===== src/common/pwm_pkg.sv =====
// Purpose: shared constants and types for the dual output pwm timer
// Assumes: one 16-bit counter on clk_sys, four compare registers with buffers
// Notes:   select codes address compare registers first, buffers after them

package pwm_pkg;

  // =====================================================================
  // widths
  // =====================================================================
  localparam int CNT_W       = 16;
  localparam int NUM_CMP     = 4;
  localparam int SEL_W       = 3;

  typedef logic [CNT_W-1:0] count_t;
  typedef logic [SEL_W-1:0] reg_sel_t;
  typedef logic [NUM_CMP-1:0][CNT_W-1:0] cmp_bank_t;

  // =====================================================================
  // compare register indices and write select codes
  // =====================================================================
  localparam int IDX_PERIOD   = 0;
  localparam int IDX_B_CLEAR  = 1;
  localparam int IDX_A_SET    = 2;
  localparam int IDX_B_SET    = 3;
  // buffer of compare index i is selected by BUF_SEL_BASE + i
  localparam int BUF_SEL_BASE = 4;

  // =====================================================================
  // reset values and constants
  // =====================================================================
  localparam count_t COUNT_RESET  = 16'h0000;
  localparam count_t COUNT_STEP   = 16'h0001;
  localparam count_t CMP_RESET    = 16'hFFFF;
  localparam logic   LEVEL_LOW    = 1'b0;
  localparam logic   OE_N_OFF     = 1'b1;
  localparam logic   OE_N_ON      = 1'b0;

endpackage


===== src/common/cmp_if.sv =====
// Purpose: carries compare register writes and values between core and bank
// Assumes: all signals synchronous to clk_sys
// Notes:   cmp comes straight from the bank flip-flops
`timescale 1ns/1ns

interface cmp_if;
  logic                       wr_en;
  pwm_pkg::reg_sel_t          wr_sel;
  pwm_pkg::count_t            wr_data;
  logic                       period_match;
  logic [pwm_pkg::NUM_CMP-1:0] buf_en;
  pwm_pkg::cmp_bank_t         cmp;

  modport bank (input wr_en, input wr_sel, input wr_data, input period_match, input buf_en, output cmp);
  modport core (output wr_en, output wr_sel, output wr_data, output period_match, output buf_en, input cmp);
endinterface


===== src/hdl/dual_output_pwm_timer.sv =====
// Purpose: dual-edge pwm timer with one counter and two driven output pins
// Assumes: all inputs synchronous to clk_sys; counter steps once per rising clk_sys edge while running
// Notes:   pin levels follow the counter with one cycle of register delay
`timescale 1ns/1ns

module dual_output_pwm_timer (
  // clock and reset
  input  wire logic                         clk_sys,
  input  wire logic                         reset,
  // counter control
  input  wire logic                         count_run_bit,
  input  wire logic                         match_continue_select,
  input  wire logic [pwm_pkg::NUM_CMP-1:0]  buffer_enable,
  // compare and buffer writes
  input  wire logic                         wr_en,
  input  wire pwm_pkg::reg_sel_t            wr_sel,
  input  wire pwm_pkg::count_t              wr_data,
  // output configuration
  input  wire logic                         pin_enable_a,
  input  wire logic                         pin_enable_b,
  input  wire logic                         active_high_a,
  input  wire logic                         active_high_b,
  input  wire logic                         cutoff_enable,
  input  wire logic                         cutoff_in,
  // interrupt
  input  wire logic                         irq_enable,
  input  wire logic                         flag_clear,
  output logic                              period_match_flag,
  output logic                              period_irq,
  // status
  output pwm_pkg::count_t                   count_register,
  // driven pins
  output logic                              pwm_out_a,
  output logic                              pwm_out_a_oe_n,
  output logic                              pwm_out_b,
  output logic                              pwm_out_b_oe_n,
  // pins kept disabled in this mode
  output logic                              unused_out_c0,
  output logic                              unused_out_c0_oe_n,
  output logic                              unused_out_d0,
  output logic                              unused_out_d0_oe_n,
  output logic                              unused_out_a1,
  output logic                              unused_out_a1_oe_n,
  output logic                              unused_out_b1,
  output logic                              unused_out_b1_oe_n,
  output logic                              unused_out_c1,
  output logic                              unused_out_c1_oe_n,
  output logic                              unused_out_d1,
  output logic                              unused_out_d1_oe_n
);

  // =====================================================================
  // state
  // =====================================================================
  typedef struct packed {
    pwm_pkg::count_t count;
    logic            halted;
    logic            started;
    logic            act_a;
    logic            act_b;
    logic            pin_a;
    logic            pin_b;
    logic            oe_a_n;
    logic            oe_b_n;
    logic            flag;
  } timer_s;

  timer_s st_q;
  timer_s st_d;

  // =====================================================================
  // compare bank
  // =====================================================================
  cmp_if cif ();

  pwm_pkg::count_t period_cmp;
  pwm_pkg::count_t a_set_cmp;
  pwm_pkg::count_t b_clear_cmp;
  pwm_pkg::count_t b_set_cmp;
  logic            running;
  logic            period_match;
  logic            cut;

  assign cif.wr_en        = wr_en;
  assign cif.wr_sel       = wr_sel;
  assign cif.wr_data      = wr_data;
  assign cif.period_match = period_match;
  assign cif.buf_en       = buffer_enable;

  compare_bank u_bank (
    .clk_sys (clk_sys),
    .reset   (reset),
    .cif     (cif.bank)
  );

  assign period_cmp  = cif.cmp[pwm_pkg::IDX_PERIOD];
  assign a_set_cmp   = cif.cmp[pwm_pkg::IDX_A_SET];
  assign b_clear_cmp = cif.cmp[pwm_pkg::IDX_B_CLEAR];
  assign b_set_cmp   = cif.cmp[pwm_pkg::IDX_B_SET];

  // =====================================================================
  // counter control
  // =====================================================================
  // a halt after period match is released only by dropping the run bit
  assign running      = count_run_bit && !st_q.halted;
  assign period_match = running && (st_q.count == period_cmp);
  // cutoff only acts while enabled; otherwise the pin is untouched
  assign cut          = cutoff_enable && cutoff_in;

  // =====================================================================
  // next state
  // =====================================================================
  always_comb begin
    st_d = st_q;

    if (running) begin
      if (period_match) begin
        st_d.count = pwm_pkg::COUNT_RESET;
      end else begin
        st_d.count = st_q.count + pwm_pkg::COUNT_STEP;
      end
    end

    if (!count_run_bit) begin
      st_d.halted = 1'b0;
    end else if (period_match && !match_continue_select) begin
      st_d.halted = 1'b1;
    end else begin
      st_d.halted = st_q.halted;
    end

    st_d.started = st_q.started || running;

    // windows are judged on the current count, so the pins lag it by one cycle
    st_d.act_a = st_q.started && (st_q.count > a_set_cmp) && (st_q.count <= period_cmp);
    st_d.act_b = st_q.started && (st_q.count > b_set_cmp) && (st_q.count <= b_clear_cmp);

    // cutoff drives the inactive level rather than releasing the pin
    st_d.pin_a  = (st_d.act_a && !cut) ~^ active_high_a;
    st_d.pin_b  = (st_d.act_b && !cut) ~^ active_high_b;
    st_d.oe_a_n = pin_enable_a ? pwm_pkg::OE_N_ON : pwm_pkg::OE_N_OFF;
    st_d.oe_b_n = pin_enable_b ? pwm_pkg::OE_N_ON : pwm_pkg::OE_N_OFF;

    // a match in the clearing cycle is kept
    st_d.flag = period_match || (st_q.flag && !flag_clear);
  end

  always_ff @(posedge clk_sys) begin
    if (reset) begin
      st_q.count   <= pwm_pkg::COUNT_RESET;
      st_q.halted  <= 1'b0;
      st_q.started <= 1'b0;
      st_q.act_a   <= 1'b0;
      st_q.act_b   <= 1'b0;
      st_q.pin_a   <= pwm_pkg::LEVEL_LOW;
      st_q.pin_b   <= pwm_pkg::LEVEL_LOW;
      st_q.oe_a_n  <= pwm_pkg::OE_N_OFF;
      st_q.oe_b_n  <= pwm_pkg::OE_N_OFF;
      st_q.flag    <= 1'b0;
    end else begin
      st_q <= st_d;
    end
  end

  // =====================================================================
  // outputs
  // =====================================================================
  assign count_register     = st_q.count;
  assign period_match_flag  = st_q.flag;
  assign period_irq         = st_q.flag && irq_enable;
  assign pwm_out_a          = st_q.pin_a;
  assign pwm_out_a_oe_n     = st_q.oe_a_n;
  assign pwm_out_b          = st_q.pin_b;
  assign pwm_out_b_oe_n     = st_q.oe_b_n;

  // the remaining six pins never drive in this mode
  assign unused_out_c0      = pwm_pkg::LEVEL_LOW;
  assign unused_out_c0_oe_n = pwm_pkg::OE_N_OFF;
  assign unused_out_d0      = pwm_pkg::LEVEL_LOW;
  assign unused_out_d0_oe_n = pwm_pkg::OE_N_OFF;
  assign unused_out_a1      = pwm_pkg::LEVEL_LOW;
  assign unused_out_a1_oe_n = pwm_pkg::OE_N_OFF;
  assign unused_out_b1      = pwm_pkg::LEVEL_LOW;
  assign unused_out_b1_oe_n = pwm_pkg::OE_N_OFF;
  assign unused_out_c1      = pwm_pkg::LEVEL_LOW;
  assign unused_out_c1_oe_n = pwm_pkg::OE_N_OFF;
  assign unused_out_d1      = pwm_pkg::LEVEL_LOW;
  assign unused_out_d1_oe_n = pwm_pkg::OE_N_OFF;

  // =====================================================================
  // checks
  // =====================================================================
  chk_count_step: assert property (@(posedge clk_sys) disable iff (reset)
    (running && !period_match) |=> (count_register == $past(count_register) + pwm_pkg::COUNT_STEP))
    else $error("counter did not step by one while running");

  chk_period_wrap: assert property (@(posedge clk_sys) disable iff (reset)
    period_match |=> (count_register == pwm_pkg::COUNT_RESET))
    else $error("counter not cleared after period match");

  chk_continue_run: assert property (@(posedge clk_sys) disable iff (reset)
    (period_match && match_continue_select && count_run_bit) ##1 (count_run_bit && !period_match)
      |=> (count_register == pwm_pkg::COUNT_STEP))
    else $error("counter did not continue after period match");

  chk_period_len: assert property (@(posedge clk_sys) disable iff (reset)
    (running && count_register == pwm_pkg::COUNT_RESET && period_cmp == pwm_pkg::COUNT_STEP
      && match_continue_select && $stable(period_cmp))
      ##1 (running && period_match) |=> (count_register == pwm_pkg::COUNT_RESET))
    else $error("period of two cycles not kept for period value one");

  chk_stop_halt: assert property (@(posedge clk_sys) disable iff (reset)
    (period_match && !match_continue_select) |=> (count_register == pwm_pkg::COUNT_RESET) [*2])
    else $error("counter did not halt at period match");

  chk_run_stop: assert property (@(posedge clk_sys) disable iff (reset)
    !count_run_bit |=> $stable(count_register))
    else $error("counter moved with run bit low");

  chk_a_active: assert property (@(posedge clk_sys) disable iff (reset)
    (st_q.started && count_register == a_set_cmp + pwm_pkg::COUNT_STEP && count_register <= period_cmp
      && a_set_cmp != pwm_pkg::CMP_RESET)
      |=> st_q.act_a)
    else $error("output a not active after a_set plus one");

  chk_a_inactive: assert property (@(posedge clk_sys) disable iff (reset)
    (count_register <= a_set_cmp) |=> !st_q.act_a)
    else $error("output a active before a_set reached");

  chk_b_window: assert property (@(posedge clk_sys) disable iff (reset)
    (count_register <= b_set_cmp || count_register > b_clear_cmp) |=> !st_q.act_b)
    else $error("output b active outside its window");

  chk_init_low: assert property (@(posedge clk_sys) disable iff (reset)
    (!st_q.started && active_high_a && active_high_b && $past(active_high_a) && $past(active_high_b))
      |-> (pwm_out_a == pwm_pkg::LEVEL_LOW && pwm_out_b == pwm_pkg::LEVEL_LOW))
    else $error("outputs not low before counting began");

  chk_unused_off: assert property (@(posedge clk_sys) disable iff (reset)
    (unused_out_c0_oe_n && unused_out_d0_oe_n && unused_out_a1_oe_n
      && unused_out_b1_oe_n && unused_out_c1_oe_n && unused_out_d1_oe_n))
    else $error("an unused pin is enabled");

  chk_pin_enable: assert property (@(posedge clk_sys) disable iff (reset)
    !pin_enable_a |=> (pwm_out_a_oe_n == pwm_pkg::OE_N_OFF))
    else $error("output a enabled against its enable bit");

  chk_cutoff_ignored: assert property (@(posedge clk_sys) disable iff (reset)
    (!cutoff_enable && active_high_a) |=> (pwm_out_a == st_q.act_a))
    else $error("disabled cutoff changed output a");

  chk_irq_flag: assert property (@(posedge clk_sys) disable iff (reset)
    (period_match && irq_enable) |=> (period_match_flag && (period_irq || !irq_enable)))
    else $error("period match raised no interrupt");

  chk_flag_sticky: assert property (@(posedge clk_sys) disable iff (reset)
    (period_match_flag && !flag_clear) |=> period_match_flag)
    else $error("period flag dropped without a clear");

  chk_b_active: assert property (@(posedge clk_sys) disable iff (reset)
    (st_q.started && count_register == b_set_cmp + pwm_pkg::COUNT_STEP
      && count_register <= b_clear_cmp && b_set_cmp != pwm_pkg::CMP_RESET) |=> st_q.act_b)
    else $error("output b not active after b_set plus one");

  chk_pin_drive: assert property (@(posedge clk_sys) disable iff (reset)
    (pin_enable_a && pin_enable_b)
      |=> (pwm_out_a_oe_n == pwm_pkg::OE_N_ON && pwm_out_b_oe_n == pwm_pkg::OE_N_ON))
    else $error("an enabled output pin is not driven");

  chk_pin_enable_b: assert property (@(posedge clk_sys) disable iff (reset)
    !pin_enable_b
      |=> (pwm_out_b_oe_n == pwm_pkg::OE_N_OFF))
    else $error("output b enabled against its enable bit");

  chk_cutoff_forced: assert property (@(posedge clk_sys) disable iff (reset)
    cut
      |=> (pwm_out_a == !$past(active_high_a) && pwm_out_b == !$past(active_high_b)))
    else $error("cutoff did not force the inactive level");

  chk_active_low: assert property (@(posedge clk_sys) disable iff (reset)
    (!active_high_a && !cut)
      |=> (pwm_out_a == !st_q.act_a))
    else $error("active low output a not inverted");

  chk_irq_masked: assert property (@(posedge clk_sys) disable iff (reset)
    !irq_enable
      |-> !period_irq)
    else $error("interrupt raised while disabled");

  chk_set_wins: assert property (@(posedge clk_sys) disable iff (reset)
    (period_match && flag_clear)
      |=> period_match_flag)
    else $error("flag clear beat a coincident period match");

  chk_flag_clear: assert property (@(posedge clk_sys) disable iff (reset)
    (flag_clear && !period_match)
      |=> !period_match_flag)
    else $error("period flag not cleared");

  chk_halt_hold: assert property (@(posedge clk_sys) disable iff (reset)
    (st_q.halted && count_run_bit)
      |=> $stable(count_register))
    else $error("halted counter moved while run bit high");

endmodule // dual_output_pwm_timer


===== src/hdl/compare_bank.sv =====
// Purpose: four compare registers, each with an optional buffer register
// Assumes: writes come one at a time; period_match is a one-cycle pulse
// Notes:   a direct compare write wins over a buffer load in the same cycle
`timescale 1ns/1ns

module compare_bank (
  // clock and reset
  input  wire logic   clk_sys,
  input  wire logic   reset,
  // register traffic
  cmp_if.bank         cif
);

  // =====================================================================
  // state
  // =====================================================================
  typedef struct packed {
    pwm_pkg::cmp_bank_t cmp;
    pwm_pkg::cmp_bank_t buffer;
  } bank_s;

  bank_s              st_q;
  bank_s              st_d;
  pwm_pkg::cmp_bank_t cmp_nx;
  pwm_pkg::cmp_bank_t buf_nx;

  // =====================================================================
  // per-entry next values
  // =====================================================================
  for (genvar i = 0; i < pwm_pkg::NUM_CMP; i++) begin : g_entry
    localparam pwm_pkg::reg_sel_t CMP_SEL = pwm_pkg::reg_sel_t'(i);
    localparam pwm_pkg::reg_sel_t BUF_SEL = pwm_pkg::reg_sel_t'(i + pwm_pkg::BUF_SEL_BASE);
    logic hit_cmp;
    logic hit_buf;
    assign hit_cmp = cif.wr_en && (cif.wr_sel == CMP_SEL);
    assign hit_buf = cif.wr_en && (cif.wr_sel == BUF_SEL);
    // a buffered duty value reaches the compare at a period match; a direct write lands at once
    assign cmp_nx[i] = hit_cmp ? cif.wr_data :
                       (cif.period_match && cif.buf_en[i]) ? st_q.buffer[i] : st_q.cmp[i];
    assign buf_nx[i] = hit_buf ? cif.wr_data : st_q.buffer[i];
  end

  always_comb begin
    st_d        = st_q;
    st_d.cmp    = cmp_nx;
    st_d.buffer = buf_nx;
  end

  always_ff @(posedge clk_sys) begin
    if (reset) begin
      st_q <= {pwm_pkg::NUM_CMP * 2{pwm_pkg::CMP_RESET}};
    end else begin
      st_q <= st_d;
    end
  end

  assign cif.cmp = st_q.cmp;

  // =====================================================================
  // checks
  // =====================================================================
  chk_buffer_load: assert property (@(posedge clk_sys) disable iff (reset)
    (cif.period_match && cif.buf_en[pwm_pkg::IDX_A_SET] && !cif.wr_en)
      |=> (cif.cmp[pwm_pkg::IDX_A_SET] == $past(st_q.buffer[pwm_pkg::IDX_A_SET])))
    else $error("a_set compare did not load from its buffer at period match");

  chk_buffer_hold: assert property (@(posedge clk_sys) disable iff (reset)
    (!cif.period_match && !cif.wr_en) |=> $stable(cif.cmp))
    else $error("compare changed with no write and no period match");

endmodule // compare_bank


===== config.mk =====
export PLATFORM = sky130hd
export DESIGN_NAME = dual_output_pwm_timer
export DESIGN_NICKNAME = d
export VERILOG_FILES = /design/src/common/pwm_pkg.sv /design/src/common/cmp_if.sv /design/src/hdl/dual_output_pwm_timer.sv /design/src/hdl/compare_bank.sv
export SDC_FILE = /design/constraint.sdc
export NUM_CORES = 1
export LEC_CHECK = 0
export ABC_AREA = 0
export BUFFER_PORTS_ARGS = -buffer_cell sky130_fd_sc_hd__buf_4
export CAP_MARGIN = 20
export CORE_MARGIN = 4
export CORE_UTILIZATION = 40
export DETAILED_ROUTE_END_ITERATION = 12
export PLACE_DENSITY = 0.61
export SLEW_MARGIN = 15
export SYNTH_ARGS = -nofsm -noshare
export SYNTH_HDL_FRONTEND = slang
export SYNTH_HIERARCHICAL = 1
export SYNTH_SLANG_ARGS = --single-unit

===== constraint.sdc =====
create_clock -name clk_sys -period 2.61 [get_ports clk_sys]
set_clock_uncertainty 0.05 [all_clocks]
set_input_delay 0.6525 -clock clk_sys [delete_from_list [all_inputs] [get_ports clk_sys]]
set_output_delay 0.6525 -clock clk_sys [all_outputs]
set_load 0.01 [all_outputs]

Yosys cells after proc, flatten, opt, wreduce, memory -nomap -nowiden

Index checks and enable logic that the tools add are counted.

$add $sub $neg: 1
$lt $le $gt $ge: 4
Equal/unequal tests: 8
Multiplexer cells: 11
Bitwise gates (word level): 3
Reduce and logical (&&, ||, !) cells: 36

Operators by type and width:

| cell                                                             | count |
|---|---|
| 16-bit 2-to-1 mux                                                | 9 |
| 16-bit greater-than comparator                                   | 2 |
| 16-bit less-or-equal comparator                                  | 2 |
| 1-bit logical AND                                                | 24 |
| 16-bit by 1-bit adder with 16-bit output (second input constant) | 1 |
| 16-bit == test                                                   | 1 |
| 3-bit == test (second input constant)                            | 4 |
| 2-bit nonzero test                                               | 4 |
| 3-bit by 2-bit == test with 1-bit output (second input constant) | 2 |
| 1-bit zero test                                                  | 4 |
| 3-bit by 1-bit == test with 1-bit output (second input constant) | 1 |
| 3-bit zero test                                                  | 1 |
| 1-bit logical OR                                                 | 2 |
| 1-bit 2-to-1 mux                                                 | 2 |
| 2-bit OR reduction                                               | 1 |
| 1-bit bitwise XNOR                                               | 2 |
| 1-bit inverter                                                   | 1 |

Register bits: 151
Output and inout port bits: 34

Logic depth before layout (Yosys ltp)

Depth after elaboration: 6
Mapped depth: 11
Mapped depth without buffers: 9

Modules after synthesis

The synthesis kept the hierarchy.

Modules (own cells, without submodules):

| module                | times used | cells an instance | area each (µm²) |
|---|---|---|---|
| compare_bank          | 1          | 601               | 5,592.9 |
| dual_output_pwm_timer | 1          | 357               | 2,761.4 |

Worst setup path after synthesis

Ideal clock, no wire load.

Path kind: register -> register
Start: register u_bank.st_q (netlist bit u_bank/cif.cmp[14])
End: register u_bank.st_q (netlist bit u_bank/cif.cmp[14])
Library setup time: 0.078 ns
Arrival: 2.255 ns
Data required time: 2.482 ns
Path slack: 0.227 ns
Stages on the path, launching flop included: 12
Cell sequence: dfxtp_1 -> buf_4 -> inv_1 -> ha_1 -> nand4_1 -> nor4_1 -> nand2_1 -> inv_1 -> clkbuf_1 -> clkbuf_1 -> nand3_1 -> a32oi_1

Longest elaborated chain between the ends: 4

Ends and longest elaborated chain:

| element                             | line                         | text |
|---|---|---|
| from (decl)                         | compare_bank.sv:22           | `bank_s st_q;` |
| from (signal assigned)              | compare_bank.sv:51           | `st_q <= {pwm_pkg::NUM_CMP * 2{pwm_pkg::CMP_RESET}};` |
| from (signal assigned)              | compare_bank.sv:53           | `st_q <= st_d;` |
| 16-bit == test                      | dual_output_pwm_timer.sv:106 | `assign period_match = running && (st_q.count == period_cmp);` |
| 1-bit logical AND                   | dual_output_pwm_timer.sv:106 |  |
| via cif.period_match                | cmp_if.sv:10                 | `logic period_match;` |
| 1-bit logical AND                   | compare_bank.sv:39           | `(cif.period_match && cif.buf_en[i]) ? st_q.buffer[i] : st_q.cmp[i];` |
| 2-bit nonzero test (no source line) | -                            |  |

The timed path passes the listed nets, and every way through them passes these cells.
A chain may end at the register's enable or synchronous reset.

Final worst setup path

Start: register st_q (netlist bit count_register[5])
End: register st_q (netlist bit pwm_out_b)

Longest elaborated chain between the ends: 5

Ends and longest elaborated chain:

| element                        | line                         | text |
|---|---|---|
| from (decl)                    | dual_output_pwm_timer.sv:68  | `timer_s st_q;` |
| from (signal assigned)         | dual_output_pwm_timer.sv:161 | `st_q <= st_d;` |
| 16-bit greater-than comparator | dual_output_pwm_timer.sv:136 | `st_d.act_b = st_q.started && (st_q.count > b_set_cmp) && (st_q.count <= b_clear_cmp);` |
| 1-bit logical AND              | dual_output_pwm_timer.sv:136 |  |
| 1-bit logical AND (*)          | dual_output_pwm_timer.sv:136 |  |
| 1-bit logical AND (*)          | dual_output_pwm_timer.sv:140 | `st_d.pin_b = (st_d.act_b && !cut) ~^ active_high_b;` |
| 1-bit bitwise XNOR (*)         | dual_output_pwm_timer.sv:140 |  |

Mark *: on every way between the ends. The rest lies on a longest branch, timed or not.

==> flow_summary.json <==
{
  "worst_pin_slew_ps": 787,
  "numPortBuffers": 57,
  "yosysWarnings": 6,
  "cp_data_arrival_time_ps": 2750,
  "setup-violations-final": 0,
  "pwr-share-comb": 0.076,
  "synth_edf_count": 0,
  "ys_seq_elements": 151,
  "crit_chain": "ha_1, a21oi_1, o21ai_0, a221o_1, o31a_1, a211oi_2, mux2_4",
  "wl_per_cell_um": 18.6,
  "multi_input_area_um2": 4210,
  "final_cell_mix": "dfxtp_1 (151), buf_4 (97), nand2_1 (84)",
  "hpwl_um": 16900,
  "remaining_drc_errors": 0,
  "cts_htree_levels": 4,
  "netlist_instances": 958,
  "slew_violations": 0,
  "layout_commonest_cell": "dfxtp_1",
  "clkPwrFrac": 0.457,
  "drtAntennaViolNets": 0,
  "max_freq_mhz": 402,
  "finalHoldViolations": 0,
  "coreArea_um2": 20400,
  "crit_type": "register to register",
  "clock-sinks": 151,
  "seq_area_frac_synth": 0.362,
  "routed_wl_um": 22900,
  "root_buffer": "clkbuf_16",
  "pwr-share-seq": 0.467,
  "cts-resized-gates": 0,
  "fin_util": 0.450,
  "syn2layout_area_growth_pct": 9.73,
  "cap_violations": 0,
  "status": "finished, final reports clean",
  "rows": 52,
  "p_sw_mw": 1.34,
  "io_pins": 70,
  "dieArea_um2": 23300,
  "drive_gt1_frac": 0.154,
  "cp-end-kind": "register",
  "regArea_um2": 3020,
  "p_total_mw": 5.16,
  "worstPathRequired_ps": 2870,
  "ys_types": 51,
  "worstSkewPairLatency_ps": 430,
  "cts_setup_buffers": 0,
  "slowest_stage": "dfxtp_1",
  "cts_tree": "built",
  "track_usage": 0.193,
  "fin_setup_tns_ps": 0,
  "clk_pin_slew_ps": 60,
  "hold_buffers": 0,
  "cts_buffers": 17,
  "grt_first_pass_wirelength_um": 36200,
  "async_reset_ff_frac": 0,
  "vias_per_cell": 5.45,
  "first_pass_iters": 6,
  "die_y_um": 153,
  "antennaDiodeCount": 0,
  "setup_ws_ps": 123,
  "overflow": 0,
  "critical-path-max-stage-delay_ps": 460,
  "crit_fanout": 5,
  "layout.nets": 1044,
  "initialDrtViolationCount": 554,
  "finalCritPeriodShare": 0.953,
  "ir_worst_vdd_v": 0.000405,
  "nFillCells": 2060,
  "slew_headroom": 0.475,
  "netlist_area_um2": 8350,
  "cp-start-kind": "register",
  "syn_area_per_cell_um2": 8.72,
  "grt_max_degree": 55,
  "dp.cells": 1193,
  "internal-power_mw": 3.82,
  "p_leak_nw": 4.52,
  "via_count": 6686,
  "synth_flop_cell": "dfxtp_1",
  "grt_pass1_vias": 6426,
  "initial_core_util": 0.410,
  "finalWeightedCongestion": 0.848,
  "power_density_nw_per_um2": 563,
  "rsz0062_at_grt": "no",
  "hold_path_class": "input port to register",
  "pre_cts_slack_ps": 166,
  "cts_buffer_depth": 2,
  "antenna_found_initial": 0,
  "whs_ps": 347,
  "die_w_um": 153,
  "fin_crit_ps": 2490,
  "fin_area_um2": 9170,
  "finalNonFillerCells": 1226,
  "dpl_cell_area_um2": 8590,
  "switching_share": 0.259
}
==> cells by family (layout without fill, tap and decap cells) <==
logic type,Yosys count,after routing,synth area share
AO/OA/AOI/OAI,181,181,0.176
XOR/XNOR,14,14,0.0147
adder cells (fa/ha/maj),65,65,0.0973
buffers and inverters,207,195,0.139
flip-flops,151,151,0.362
multiplexers,1,1,0.00180
other,2,12,0.000899
AND/OR/NAND/NOR,337,337,0.208
==> path summary, 6_finish.rpt <==
path                                       end  cells after the start  slack, ps         startpoint
worst max-delay path                 pwm_out_b                      7        120  count_register[5]
worst min-delay path            pwm_out_a_oe_n                      2        350       pin_enable_a
worst max register to register       pwm_out_b                      7        120  count_register[5]
worst min register to register  u_bank/st_q[2]                      1        420     u_bank/st_q[2]
==> state kept, by name, indices dropped and copies added, names as in the netlist <==
register and flops:
count_register 16, period_match_flag 1, pwm_out_a 1, pwm_out_a_oe_n 1, pwm_out_b 1, pwm_out_b_oe_n 1
st_q 2, u_bank/cif.cmp 64, u_bank/st_q 64
==> critical path: cells and delay by family, from the launching register on <==
family	cells	cell delay [ps]
flops	1	460
compound gates	5	1240
fa+ha+maj	1	290
mux	1	330
==> power groups by stage <==
| stage | logic (mW) | registers, mW | clock network, mW |
|---|---|---|---|
| floorplan | 0.279 | 2.45 | 0 |
| global placement | 0.381 | 2.46 | 0 |
| detailed placement | 0.384 | 2.46 | 0 |
| CTS | 0.386 | 2.41 | 2.41 |
| global route | 0.429 | 2.42 | 2.51 |
| finish | 0.390 | 2.41 | 2.36 |
==> Yosys cell counts, types with 7 or more instances <==
master / number / area (um2)
inv_1: 62 / 233
nand4_1: 18 / 113
a32oi_1: 64 / 561
nand2_1: 84 / 315
nand3_1: 81 / 405
dfxtp_1: 151 / 3020
a211o_1: 64 / 561
buf_4: 95 / 713
buf_2: 13 / 65.1
and2_1: 65 / 407
nor2b_1: 7 / 43.8
ha_1: 65 / 813
xor2_1: 9 / 78.8
a21oi_1: 26 / 130
nor2_1: 50 / 188
clkbuf_1: 33 / 124
==> cell type report <==
| type | count | share of cell area |
|---|---|---|
| clock buffer | 19 | 0.0494 |
| clock inverter | 13 | 0.0121 |
| timing repair buffer | 101 | 0.0872 |
| inverter | 62 | 0.0254 |
| tap | 270 | 0.0369 |
| sequential | 151 | 0.330 |
| multi-input combinational | 610 | 0.459 |
==> routing by layer <==
layer  global-route usage  wire length [um]  share of wire  vias to the layer above
li1                     -                 -              -                     3287
met3               0.0372              1560          0.068                       16
met4               0.0462               230          0.010                        0
met2                0.293              9880           0.43                      226
met5                    0                 0              0                        -
met1                0.283             11200           0.49                     3157
Power figures use the tool's default switching activity.
